### config.mk
export PLATFORM = sky130hd
export DESIGN_NAME = nsx_exec
export DESIGN_NICKNAME = d
export VERILOG_FILES = /design/src/design/nsx_pkg.sv /design/src/design/nsx_exec.sv
export VERILOG_INCLUDE_DIRS = /design/src /design/src/design
export SDC_FILE = /design/constraint.sdc
export NUM_CORES = 1
export LEC_CHECK = 0
export ABC_AREA = 0
export BUFFER_PORTS_ARGS = -buffer_cell sky130_fd_sc_hd__buf_2
export CORE_MARGIN = 5
export CORE_UTILIZATION = 44
export CTS_BUF_LIST = sky130_fd_sc_hd__clkbuf_16
export CTS_CLUSTER_SIZE = 40
export DETAILED_ROUTE_END_ITERATION = 10
export PLACE_DENSITY = 0.87
export SYNTH_ARGS = -nofsm -noshare
export SYNTH_HDL_FRONTEND = slang
export SYNTH_SLANG_ARGS = --single-unit
### constraint.sdc
create_clock -name CORE_CLK -period 2.7 [get_ports CORE_CLK]
set_input_delay 0.405 -clock CORE_CLK [delete_from_list [all_inputs] [get_ports CORE_CLK]]
set_output_delay 0.405 -clock CORE_CLK [all_outputs]
set_load 0.02 [all_outputs]
### src/design/nsx_consts.svh
// Constants for the nibble swap, trap, exchange and xor execution block
`ifndef NSX_CONSTS_SVH
`define NSX_CONSTS_SVH
`define NSX_ESC_PREFIX     8'ha5
`define NSX_OP_SWAP        8'hc4
`define NSX_OP_TRAP        8'hb9
`define NSX_OP_XCH_DIR     8'hc5
`define NSX_OP_XCH_IND     7'h63
`define NSX_OP_XCH_REG     5'h19
`define NSX_OP_LOW_DIGIT_EXCHANGE_OP_IND    7'h6b
`define NSX_OP_XRL_DIR_A   8'h62
`define NSX_OP_XRL_DIR_IMM 8'h63
`define NSX_OP_XRL_A_IMM   8'h64
`define NSX_OP_XRL_A_DIR   8'h65
`define NSX_OP_XRL_A_IND   7'h33
`define NSX_OP_XRL_A_REG   5'h0d
`define NSX_OP_XRL_RR      8'h6c
`define NSX_OP_XRL_WW      8'h6d
`define NSX_OP_XRL_EXT     8'h6e
`define NSX_SUB_IMM8       4'h0
`define NSX_SUB_DIR8       4'h1
`define NSX_SUB_DIR16      4'h3
`define NSX_SUB_IMM16      4'h4
`define NSX_SUB_WDIR8      4'h5
`define NSX_SUB_WDIR16     4'h7
`define NSX_SUB_IND_W      4'h9
`define NSX_SUB_IND_D      4'hb
`define NSX_TRAP_VECTOR    24'hff007b
`define NSX_SP_STEP        16'h0002
`define NSX_SP_RESET       16'h0007
`define NSX_Z_BIT          1
`endif

### src/design/nsx_pkg.sv
// Types for the nibble swap, trap, exchange and xor execution block
package nsx_pkg;
  typedef enum logic [1:0] {NSX_IDLE, NSX_PRE, NSX_BUSY} nsx_phase_t;
  typedef enum logic [3:0] {
    NSX_K_NONE, NSX_K_SWAP, NSX_K_TRAP, NSX_K_XCH, NSX_K_LOW_DIGIT_EXCHANGE_OP, NSX_K_XRL_B,
    NSX_K_XRL_W, NSX_K_XRL_DIR, NSX_K_ILLEGAL
  } nsx_kind_t;
  typedef enum logic [2:0] {
    NSX_S_REG, NSX_S_DIR, NSX_S_IND, NSX_S_IMM, NSX_S_ACC
  } nsx_src_t;
  typedef struct packed {
    logic        valid;
    logic [7:0]  opcode;
    logic [7:0]  ext;
    logic [15:0] imm;
    logic [15:0] addr;
  } nsx_instr_t;
  typedef struct packed {
    logic [7:0]  acc;
    logic [15:0] sp;
    logic [23:0] pc;
    logic        zero;
  } nsx_arch_t;
  typedef struct packed {
    logic        we;
    logic [15:0] addr;
    logic [15:0] data;
    logic        word;
  } nsx_wr_t;
  typedef struct packed {
    nsx_phase_t  phase;
    logic        prefixed;
    nsx_arch_t   arch;
    nsx_wr_t     wr;
    logic        mem_we;
    logic [15:0] mem_addr;
    logic [7:0]  mem_wdata;
    logic        push;
    logic [15:0] push_addr;
    logic [23:0] push_pc;
    logic        irq_block;
    logic        done;
    logic        illegal;
  } nsx_state_t;
endpackage

### src/design/nsx_exec.sv
// Execution unit for nibble swap, trap, exchange and xor instructions
`timescale 1ns/1ps
`include "nsx_consts.svh"
module nsx_exec #(
  parameter int ADDR_W = 16
) (
  input  wire logic               CORE_CLK,
  input  wire logic               RST,
  input  wire logic               SOURCE_MODE,
  input  wire nsx_pkg::nsx_instr_t INSTR,
  input  wire logic [7:0]         REG_BYTE,
  input  wire logic [15:0]        REG_WORD,
  input  wire logic [7:0]         SRC_REG_BYTE,
  input  wire logic [15:0]        SRC_REG_WORD,
  input  wire logic [7:0]         PTR_BYTE,
  input  wire logic [7:0]         MEM_DATA,
  input  wire logic [15:0]        MEM_WORD,
  input  wire logic               DIR_IS_PORT,
  input  wire logic [7:0]         PORT_LATCH,
  input  wire logic               IRQ_ENABLE,
  output logic [7:0]              ACC,
  output logic [15:0]             SP,
  output logic [23:0]             PC,
  output logic                    ZERO_FLAG,
  output nsx_pkg::nsx_wr_t        REG_WR,
  output logic                    MEM_WE,
  output logic [15:0]             MEM_ADDR,
  output logic [7:0]              MEM_WDATA,
  output logic                    PUSH_WE,
  output logic [15:0]             PUSH_ADDR,
  output logic [23:0]             PUSH_PC,
  output logic                    IRQ_BLOCK,
  output logic                    DONE,
  output logic                    ILLEGAL
);
  // Refuse address widths the pointer and register paths cannot serve
  if (ADDR_W != 16) begin : g_addr_w_check
    $error("nsx_exec serves only a 16-bit data address");
  end

  nsx_pkg::nsx_state_t st;
  nsx_pkg::nsx_state_t next_st;

  // Form the on-chip RAM address held in a pointer register
  function automatic logic [15:0] ind_addr(input logic [7:0] ptr);
    begin
      ind_addr = {8'h00, ptr};
    end
  endfunction

  // Exchange with a bank register rather than a memory byte
  function automatic logic xch_reg_form(input logic [7:0] op);
    begin
      xch_reg_form = (op[7:3] == `NSX_OP_XCH_REG);
    end
  endfunction

  // Legacy accumulator xor with a bank register
  function automatic logic acc_reg_form(input logic [7:0] op);
    begin
      acc_reg_form = (op[7:3] == `NSX_OP_XRL_A_REG);
    end
  endfunction

  // Sub-mode nibbles that the extended xor knows
  function automatic logic sub_ok(input logic [3:0] sub);
    begin
      unique case (sub)
        `NSX_SUB_IMM8,
        `NSX_SUB_DIR8,
        `NSX_SUB_DIR16,
        `NSX_SUB_IMM16,
        `NSX_SUB_WDIR8,
        `NSX_SUB_WDIR16,
        `NSX_SUB_IND_W,
        `NSX_SUB_IND_D: sub_ok = 1'b1;
        default:        sub_ok = 1'b0;
      endcase
    end
  endfunction

  // Tell whether an extended xor writes a whole word register
  function automatic logic word_form(input nsx_pkg::nsx_instr_t ins);
    begin
      word_form = 1'b0;
      if (ins.opcode == `NSX_OP_XRL_WW) begin
        word_form = 1'b1;
      end else if (ins.opcode == `NSX_OP_XRL_EXT) begin
        unique case (ins.ext[3:0])
          `NSX_SUB_IMM16,
          `NSX_SUB_WDIR8,
          `NSX_SUB_WDIR16: word_form = 1'b1;
          default:         word_form = 1'b0;
        endcase
      end
    end
  endfunction

  // Pick the word source operand of an extended word xor
  function automatic logic [15:0] word_src(input nsx_pkg::nsx_instr_t ins,
                                           input logic [15:0] srw,
                                           input logic [15:0] mem);
    begin
      word_src = mem;
      if (ins.opcode == `NSX_OP_XRL_WW) begin
        word_src = srw;
      end else if (ins.ext[3:0] == `NSX_SUB_IMM16) begin
        word_src = ins.imm;
      end
    end
  endfunction

  // Classify an opcode, taking the prefix and operating mode into account
  function automatic nsx_pkg::nsx_kind_t classify(input logic [7:0] op,
                                                  input logic [3:0] sub,
                                                  input logic pre,
                                                  input logic src_mode);
    logic legacy_ok;
    logic ext_ok;
    begin
      // legacy needs A5 in source mode
      legacy_ok = src_mode ? pre : !pre;
      // extended needs A5 in binary mode
      ext_ok = src_mode ? !pre : pre;
      classify = nsx_pkg::NSX_K_ILLEGAL;
      if (op == `NSX_OP_SWAP && !pre) begin
        classify = nsx_pkg::NSX_K_SWAP;
      end else if (op == `NSX_OP_TRAP && ext_ok) begin
        classify = nsx_pkg::NSX_K_TRAP;
      end else if (op == `NSX_OP_XCH_DIR && !pre) begin
        classify = nsx_pkg::NSX_K_XCH;
      end else if ((op[7:1] == `NSX_OP_XCH_IND || xch_reg_form(op)) && legacy_ok) begin
        classify = nsx_pkg::NSX_K_XCH;
      end else if (op[7:1] == `NSX_OP_LOW_DIGIT_EXCHANGE_OP_IND && legacy_ok) begin
        classify = nsx_pkg::NSX_K_LOW_DIGIT_EXCHANGE_OP;
      end else if ((op == `NSX_OP_XRL_DIR_A || op == `NSX_OP_XRL_DIR_IMM) && !pre) begin
        classify = nsx_pkg::NSX_K_XRL_DIR;
      end else if ((op == `NSX_OP_XRL_A_IMM || op == `NSX_OP_XRL_A_DIR) && !pre) begin
        classify = nsx_pkg::NSX_K_XRL_B;
      end else if ((op[7:1] == `NSX_OP_XRL_A_IND || acc_reg_form(op)) && legacy_ok) begin
        classify = nsx_pkg::NSX_K_XRL_B;
      end else if ((op == `NSX_OP_XRL_RR || op == `NSX_OP_XRL_WW
                    || (op == `NSX_OP_XRL_EXT && sub_ok(sub))) && ext_ok) begin
        classify = nsx_pkg::NSX_K_XRL_W;
      end
    end
  endfunction

  // Pick the byte source operand of an accumulator or register xor
  function automatic logic [7:0] byte_src(input nsx_pkg::nsx_instr_t ins,
                                          input logic wide,
                                          input logic [7:0] rb,
                                          input logic [7:0] srb,
                                          input logic [7:0] mem);
    begin
      // Extended forms reuse opcodes of the legacy register forms
      byte_src = mem;
      if (wide) begin
        if (ins.opcode == `NSX_OP_XRL_RR) begin
          byte_src = srb;
        end else if (ins.ext[3:0] == `NSX_SUB_IMM8) begin
          byte_src = ins.imm[7:0];
        end
      end else if (ins.opcode == `NSX_OP_XRL_A_IMM) begin
        byte_src = ins.imm[7:0];
      end else if (acc_reg_form(ins.opcode)) begin
        byte_src = rb;
      end
    end
  endfunction

  always_comb begin
    nsx_pkg::nsx_kind_t kind;
    logic [7:0]  res8;
    logic [15:0] res16;
    logic [7:0]  orig;
    logic [7:0]  mask;
    logic        acc_dest;
    kind = classify(INSTR.opcode, INSTR.ext[3:0], st.prefixed, SOURCE_MODE);
    res8 = 8'h00;
    res16 = 16'h0000;
    orig = 8'h00;
    mask = 8'h00;
    acc_dest = 1'b0;
    next_st = st;
    next_st.wr.we = 1'b0;
    next_st.push = 1'b0;
    next_st.done = 1'b0;
    next_st.illegal = 1'b0;
    next_st.mem_we = 1'b0;
    unique case (st.phase)
      nsx_pkg::NSX_IDLE,
      nsx_pkg::NSX_PRE: begin
        if (INSTR.valid && INSTR.opcode == `NSX_ESC_PREFIX && st.phase == nsx_pkg::NSX_IDLE) begin
          next_st.phase = nsx_pkg::NSX_PRE;
          next_st.prefixed = 1'b1;
        end else if (INSTR.valid) begin
          next_st.phase = nsx_pkg::NSX_BUSY;
          next_st.done = 1'b1;
          next_st.irq_block = (kind == nsx_pkg::NSX_K_TRAP);
          unique case (kind)
            nsx_pkg::NSX_K_SWAP: begin
              next_st.arch.acc = {st.arch.acc[3:0], st.arch.acc[7:4]};
            end
            nsx_pkg::NSX_K_TRAP: begin
              next_st.arch.sp = st.arch.sp - `NSX_SP_STEP;
              next_st.push = 1'b1;
              next_st.push_addr = st.arch.sp - `NSX_SP_STEP;
              next_st.push_pc = st.arch.pc;
              next_st.arch.pc = `NSX_TRAP_VECTOR;
            end
            nsx_pkg::NSX_K_XCH: begin
              if (xch_reg_form(INSTR.opcode)) begin
                next_st.arch.acc = REG_BYTE;
                next_st.wr.we = 1'b1;
                next_st.wr.word = 1'b0;
                next_st.wr.addr = {13'h0000, INSTR.opcode[2:0]};
                next_st.wr.data = {8'h00, st.arch.acc};
              end else begin
                next_st.arch.acc = MEM_DATA;
                next_st.mem_we = 1'b1;
                next_st.mem_addr = (INSTR.opcode == `NSX_OP_XCH_DIR) ? INSTR.addr
                                                                     : ind_addr(PTR_BYTE);
                next_st.mem_wdata = st.arch.acc;
              end
            end
            nsx_pkg::NSX_K_LOW_DIGIT_EXCHANGE_OP: begin
              next_st.arch.acc = {st.arch.acc[7:4], MEM_DATA[3:0]};
              next_st.mem_we = 1'b1;
              next_st.mem_addr = ind_addr(PTR_BYTE);
              next_st.mem_wdata = {MEM_DATA[7:4], st.arch.acc[3:0]};
            end
            nsx_pkg::NSX_K_XRL_B: begin
              res8 = st.arch.acc ^ byte_src(INSTR, 1'b0, REG_BYTE, SRC_REG_BYTE, MEM_DATA);
              next_st.arch.acc = res8;
              next_st.arch.zero = (res8 == 8'h00);
            end
            nsx_pkg::NSX_K_XRL_W: begin
              next_st.wr.we = 1'b1;
              next_st.wr.addr = {12'h000, INSTR.ext[7:4]};
              next_st.wr.word = word_form(INSTR);
              if (next_st.wr.word) begin
                res16 = REG_WORD ^ word_src(INSTR, SRC_REG_WORD, MEM_WORD);
              end else begin
                res16 = {8'h00, REG_BYTE ^ byte_src(INSTR, 1'b1, REG_BYTE, SRC_REG_BYTE,
                                                    MEM_DATA)};
              end
              next_st.wr.data = res16;
              next_st.arch.zero = (res16 == 16'h0000);
            end
            nsx_pkg::NSX_K_XRL_DIR: begin
              acc_dest = (INSTR.opcode == `NSX_OP_XRL_DIR_A);
              mask = acc_dest ? st.arch.acc : INSTR.imm[7:0];
              orig = DIR_IS_PORT ? PORT_LATCH : MEM_DATA;
              res8 = orig ^ mask;
              next_st.mem_we = 1'b1;
              next_st.mem_addr = INSTR.addr;
              next_st.mem_wdata = res8;
              next_st.arch.zero = (res8 == 8'h00);
            end
            default: begin
              // Refused combination: no completion, no state change
              next_st.done = 1'b0;
              next_st.illegal = 1'b1;
              next_st.irq_block = 1'b0;
            end
          endcase
        end
      end
      nsx_pkg::NSX_BUSY: begin
        next_st.phase = nsx_pkg::NSX_IDLE;
        next_st.prefixed = 1'b0;
      end
      default: begin
        next_st.phase = nsx_pkg::NSX_IDLE;
      end
    endcase
  end

  always_ff @(posedge CORE_CLK) begin
    if (RST) begin
      st <= '0;
      st.phase <= nsx_pkg::NSX_IDLE;
      st.arch.sp <= `NSX_SP_RESET;
    end else begin
      st <= next_st;
    end
  end

  assign ACC       = st.arch.acc;
  assign SP        = st.arch.sp;
  assign PC        = st.arch.pc;
  assign ZERO_FLAG = st.arch.zero;
  assign REG_WR    = st.wr;
  assign MEM_WE    = st.mem_we;
  assign MEM_ADDR  = st.mem_addr;
  assign MEM_WDATA = st.mem_wdata;
  assign PUSH_WE   = st.push;
  assign PUSH_ADDR = st.push_addr;
  assign PUSH_PC   = st.push_pc;
  assign IRQ_BLOCK = st.irq_block;
  assign DONE      = st.done;
  assign ILLEGAL   = st.illegal;
endmodule

Word level (Yosys, flattened, before mapping)
Memories as Yosys holds them, arrays and structs flattened.
Cells that the tools add are included.
{"block": "word_totals", "reg_bits": 109, "mem_bits_ro": 16, "in_bits": 142, "output_inout_bits": 152, "word_cells": 174, "memories": 1}
{"name": "(no name shown)", "words": 16, "width": 1, "rd": 1, "rd_ports_with_merged_regs": 0, "wr": 0, "line_no": "nsx_exec.sv:68", "text": "unique case (sub)"}
{"block": "op_classes", "n_addsub": 1, "n_eq_ne": 31, "muxes": 67, "bitwise_logic": 8, "n_reduce_logical": 45}
{"op": "16-bit two-way mux", "n": 13}
{"op": "8-bit two-way mux", "n": 16}
{"op": "25-bit one-hot mux with 3 select lines", "n": 1}
{"op": "34-bit one-hot mux with 2 select lines", "n": 1}
{"op": "8-bit by 7-bit == test with 1-bit output (second input constant)", "n": 7}
{"op": "41-bit two-way mux", "n": 1}
{"op": "4-bit two-way mux", "n": 9}
{"op": "34-bit two-way mux", "n": 1}
{"op": "8-bit == test (second input constant)", "n": 4}
{"op": "8-bit one-hot mux with 4 select lines", "n": 1}
{"op": "4-bit by 3-bit == test with 1-bit output (second input constant)", "n": 7}
{"op": "25-bit two-way mux", "n": 1}
{"op": "8-bit bitwise XOR", "n": 3}
{"op": "1-bit two-way mux", "n": 20}
{"op": "16-bit zero test", "n": 1}
{"op": "8-bit zero test", "n": 2}
{"op": "16-bit by 2-bit subtractor with 16-bit output (second input constant)", "n": 1}
{"op": "16-bit bitwise XOR", "n": 1}
{"op": "5-bit AND reduction", "n": 3}
{"op": "7-bit == test (second input constant)", "n": 2}
{"op": "1-bit logical AND", "n": 12}
{"op": "4-bit AND reduction", "n": 3}
{"op": "3-bit nonzero test", "n": 3}
{"op": "4-bit by 2-bit == test with 1-bit output (second input constant)", "n": 2}
{"op": "other kinds (23)", "n": 37}

Depth between registers and ports, before layout
{"block": "depth", "depth_word": 41, "depth_mapped": 12, "mapped_depth_nobuf": 8}

Worst setup path after synthesis
OpenSTA, ideal clock, no wires.
{"block": "synth_timing", "kind": "input -> register", "start": "input INSTR[33] (netlist name)", "end": "register st, in the netlist ZERO_FLAG", "setup_ps": 101, "arrival_time_ps": 2776, "required_ps": 2599, "path_slack_ps": -177, "stages": 9, "cell_sequence": "nor4b_2 -> buf_2 -> mux2i_1 -> nand2_1 -> o21ai_1 -> xor2_1 -> nor2_1 -> or4b_2 -> o41ai_1"}
{"block": "synth_between", "elab_chain_len": 24, "elab_cells_between_ends": 61, "classes_between": "eq/ne (6); mux (44); bitwise (2); reduce/logical (8); memory (1)"}
{"element": "start: declaration", "line_no": "nsx_exec.sv:10", "text": "input wire nsx_pkg::nsx_instr_t INSTR,"}
{"element": "memory 16 x 1 bit"}
{"element": "1-bit two-way mux", "line_no": "nsx_exec.sv:140", "text": "end else if ((op[7:1] == `NSX_OP_XRL_A_IND || acc_reg_form(op)) && legacy_ok) begin"}
{"element": "1-bit two-way mux", "line_no": "nsx_exec.sv:138", "text": "end else if ((op == `NSX_OP_XRL_A_IMM || op == `NSX_OP_XRL_A_DIR) && !pre) begin"}
{"element": "1-bit two-way mux", "line_no": "nsx_exec.sv:136", "text": "end else if ((op == `NSX_OP_XRL_DIR_A || op == `NSX_OP_XRL_DIR_IMM) && !pre) begin"}
{"element": "1-bit two-way mux", "line_no": "nsx_exec.sv:134", "text": "end else if (op[7:1] == `NSX_OP_LOW_DIGIT_EXCHANGE_OP_IND && legacy_ok) begin"}
{"element": "1-bit two-way mux", "line_no": "nsx_exec.sv:132", "text": "end else if ((op[7:1] == `NSX_OP_XCH_IND || xch_reg_form(op)) && legacy_ok) begin"}
{"element": "1-bit two-way mux", "line_no": "nsx_exec.sv:130", "text": "end else if (op == `NSX_OP_XCH_DIR && !pre) begin"}
{"element": "1-bit two-way mux", "line_no": "nsx_exec.sv:128", "text": "end else if (op == `NSX_OP_TRAP && ext_ok) begin"}
{"element": "(+8 left out)"}
{"element": "4-bit two-way mux", "line_no": "nsx_exec.sv:134"}
{"element": "4-bit two-way mux", "line_no": "nsx_exec.sv:132"}
{"element": "4-bit two-way mux", "line_no": "nsx_exec.sv:130"}
{"element": "4-bit two-way mux", "line_no": "nsx_exec.sv:128"}
{"element": "4-bit two-way mux", "line_no": "nsx_exec.sv:126", "text": "if (op == `NSX_OP_SWAP && !pre) begin"}
{"element": "4-bit by 3-bit == test with 1-bit output", "line_no": "nsx_exec.sv:201", "text": "unique case (kind)"}
{"element": "3-bit nonzero test (no source line)"}
{"element": "4-bit AND reduction (no source line)"}
{"element": "end signal: assignment", "line_no": "nsx_exec.sv:286", "text": "st <= next_st;"}
{"element": "end: declaration", "line_no": "nsx_exec.sv:41", "text": "nsx_pkg::nsx_state_t st;"}
Several ways; a longest one is shown, not always the timed one. The select of a mux whose other input is x is not followed.
A chain may end at the register's enable or synchronous reset.

Worst setup path in the final report
Ends and elaborated chain as after synthesis.

==> summary.txt <==
CTS
  • # Post-CTS Setup Buffers: 0
  • Hold Buf Count CTS: 0
  • Clock sink count: 82
  • Clock slew at reported path FFs: 0.07 ns
  • Root buffer cell: clkbuf_16
  • CTS Buf Count: 9
  • H-tree Lvls: 3
  • Longest Clk Path Bufs: 2
  • CTS tree: done
  • Clk_lat worst skew: 0.35 ns

Routing
  • # DRC: 0
  • Initial DRC Count: 428
  • WL per Instance: 18.70 µm
  • Routed vias: 6438
  • Vias per Instance: 5.401
  • Initial DRT Pass Iterations: 6
  • Final WL: 22.30 mm
  • Final ANT Viol Nets: 0

Setup path
  • Worst Path Max Fanout: 10
  • Reg2reg setup slack: between 0.2 and 0.25 ns
  • Critical Path RT: 2.96 ns
  • R2r startpoint: st[152]
  • Worst R2R End: MEM_WDATA[0]
  • Critical path arrival: 2.78 ns
  • CP Capture Point: ZERO_FLAG
  • CP Capture Type: flip-flop
  • Worst path max stage delay: 0.63 ns
  • CP Class: primary input to flip-flop
  • CP Cell Sequence: buf_2 -> nor4b_4 -> buf_12 -> buf_4 -> mux2i_2 -> a21oi_1 -> xnor2_1 -> a31oi_1 -> or4b_2 -> o41ai_2
  • Startpoint Class: primary input
  • Slowest CP cell: or4b_2
  • Critical Path Source: INSTR[33]
  • Worst-case reg-to-reg path depth: 8

GRT
  • Largest net degree at the start of global routing: 45
  • Initial antenna violation count: 0
  • GRT overflow: 0
  • GR Util met1: 27.87%
  • Total Routing Usage GR: 24.80%
  • Global routing usage on met3: under 10%
  • First-pass GRT wire length: 32.38 mm
  • Grt peak-use layer: met2
  • Met2 Track Usage GR: 42.35%
  • Number of global-route vias before repair: ~6100

Timing
  • Period Utilization, post-route: 93.38%
  • Final Hold Fails: 0
  • Final Skew: between 0.006 and 0.007 ns
  • Final Max Tran Viols: 0
  • Slew HR: between 40% and 50%
  • Period minus WS final: about 2.5 ns
  • Unrepaired setup endpoints after global routing: no
  • Final WS setup: around 0.18 ns
  • Final setup fails: 0
  • Max Clk Rate: 0.3966 GHz
  • Slew @ Worst Pin: 0.8483 ns

Yosys
  • Synthesis Warnings: 0
  • Sequential area share after synthesis: 25.44%
  • Synth async-reset ratio: 0%
  • Primary FF master, synth: dfxtp_1
  • #FFs+latches synth: approximately 80
  • Post-synth EDFFs: 0
  • Cell area after synthesis: 0.006452 mm²
  • Post-Synthesis Cells: 816
  • Post-synth cell types: 67
  • Post-Syn Area per Cell: 7.907 µm²

Cells and area
  • Fillers: around 1400
  • Ant. Diodes: 0
  • # nets final: 1146
  • Post-route design area: just under 0.008 mm²
  • Layout cells sized above 1: about two fifths
  • Layout area overhead: 21.00%

Outcome
  • Status: finished clean

Floorplanning
  • Die area: 0.01719 mm²
  • Boundary Pins: a little under 300
  • Initial Util: 44.56%
  • Die W: between 100 and 150 µm
  • Die H: 131.1 µm
  • CORE AREA: 0.01448 mm²
  • Row count: 44

Placed design
  • Count of input and output buffers: around 260
  • Pre-CTS WS: -0.2251 ns
  • Detailed Place HPWL: 18.15 mm
  • RD Place Congestion: approximately 0.94
  • DP Area: 0.007502 mm²

Worst hold path
  • Hold Path Class: primary input to flip-flop

Flow run
  • Max Cap Viol: 0

Power
  • LEAKAGE: approximately 0.0038 µW
  • Pwr Density: between 300 and 400 mW/mm²
  • Max IR drop VDD: 0.4079 mV
state kept, by name, summed over array words and instances (netlist names), 3 cells and up:
register	flops
ACC	8
PUSH_ADDR	15
REG_WR	22
SP	3
st	3
MEM_ADDR	16
MEM_WDATA	8
per-layer routing:
layer,wire (µm),vias to the layer above
met2,10640,356
met4,1085,0
met1,8182,2956
met3,2387,56
li1,-,3070
met5,0,-
what timing repair did:
item	in CTS	in global routing
resized for setup	0	2
setup endpoints to repair	0	1
hold endpoints to repair	0	0
area by class of cell:
cell class,count,area [µm²],share of cell area [%]
inverter,11,41.29,0.5288
timing repair buffer,336,1937,24.81
clock inverter,7,68.82,0.8814
multi-input combinational,563,3664,46.92
clock buffer,9,225.2,2.885
sequential,82,1642,21.03
tap,184,230.2,2.949
cells in the mapped netlist (all sizes together) (4+ instances only):
| library cell | count | area [µm²] |
|---|---|---|
| buf | 160 | 1170 |
| nor2 | 89 | 334.1 |
| dfxtp | 82 | 1642 |
| nand2 | 53 | 198.9 |
| mux2i | 48 | 480.5 |
| xnor2 | 44 | 385.4 |
| a21oi | 37 | 185.2 |
| o21ai | 35 | 175.2 |
| clkbuf | 31 | 116.4 |
| nor3 | 25 | 125.1 |
| a211oi | 16 | 125.1 |
| a221oi | 16 | 140.1 |
| xor2 | 15 | 131.4 |
| nand3 | 12 | 60.06 |
| a22oi | 11 | 82.58 |
| inv | 11 | 41.29 |
| o211ai | 11 | 82.58 |
| mux2 | 10 | 112.6 |
| nor4 | 10 | 81.33 |
| nand2b | 9 | 56.30 |
| a21boi | 8 | 60.06 |
| o22ai | 7 | 43.79 |
| nor2b | 6 | 37.54 |
| a21o | 5 | 37.54 |
| or2 | 5 | 31.29 |
| a31oi | 4 | 25.02 |
| nand4b | 4 | 35.03 |
| or4 | 4 | 30.03 |
| or4b | 4 | 40.04 |
report_power, final:
group	internal (µW)	total (µW)	switching, µW
Combinational	252	583	332
Clock	653	1240	585
Sequential	1220	1220	6.18
stage by stage:
step	power (µW)	hold slack, ns	TNS [ns]	std cells	utilization [%]
2_1_floorplan	1590	0.4170	-0.04682	847	-
3_3_place_gp	1817	0.4324	-0.6212	1176	51.81
3_5_place_dp	1826	0.4435	-0.9658	1176	51.81
4_1_cts	3080	0.2902	0	1192	53.85
5_1_grt	3172	0.3086	0	1192	53.92
6_report	3043	0.3079	0	1192	53.92
layout by cell type (no fill, tap or decap), drive strengths merged, types with 4 or more instances in the layout:
cell    instances
conb           33
clkbuf          9
nor2b           6
o211ai         11
nand2          53
mux2           10
nor4           10
inv            16
nand4b          4
a221oi         16
a211oi         16
nor2           89
a22oi          11
or2             5
nor3           25
o21ai          35
a21boi          8
xnor2          44
or4             4
a21oi          37
nand2b          9
o22ai           7
nand3          12
buf           336
mux2i          48
or4b            4
a21o            5
a31oi           4
xor2           15
dfxtp          82
worst max-delay path: cells and delay by family:
kind,cells,cell delay [ns]
XOR/XNOR,1,0.23
buffers and inverters,3,0.47
AND/OR/NAND/NOR,2,0.95
AO/OA/AOI/OAI,3,0.46
multiplexers,1,0.27
cells by family after synthesis:
| group | Yosys count | synth area share, % |
|---|---|---|
| other | 2 | 0.1164 |
| adders and majority gates | 1 | 0.1939 |
| xor gates and xnor gates | 59 | 8.009 |
| AOI/OAI and AO/OA | 169 | 17.61 |
| DFF | 82 | 25.44 |
| muxes | 58 | 9.191 |
| buffers and inverters | 202 | 20.57 |
| and+or+nand+nor | 243 | 18.87 |
worst min path at each step:
stage	from	to	cells after the start
after global placement	st[154]	st[153]	1
final	INSTR[14]	MEM_ADDR[14]	3
after global routing	INSTR[10]	MEM_ADDR[10]	3
after CTS	INSTR[10]	MEM_ADDR[10]	3
after detailed placement	MEM_ADDR[14]	MEM_ADDR[14]	2
after floorplan	st[154]	st[153]	1
Note: power is estimated with default switching activity, not from simulation.
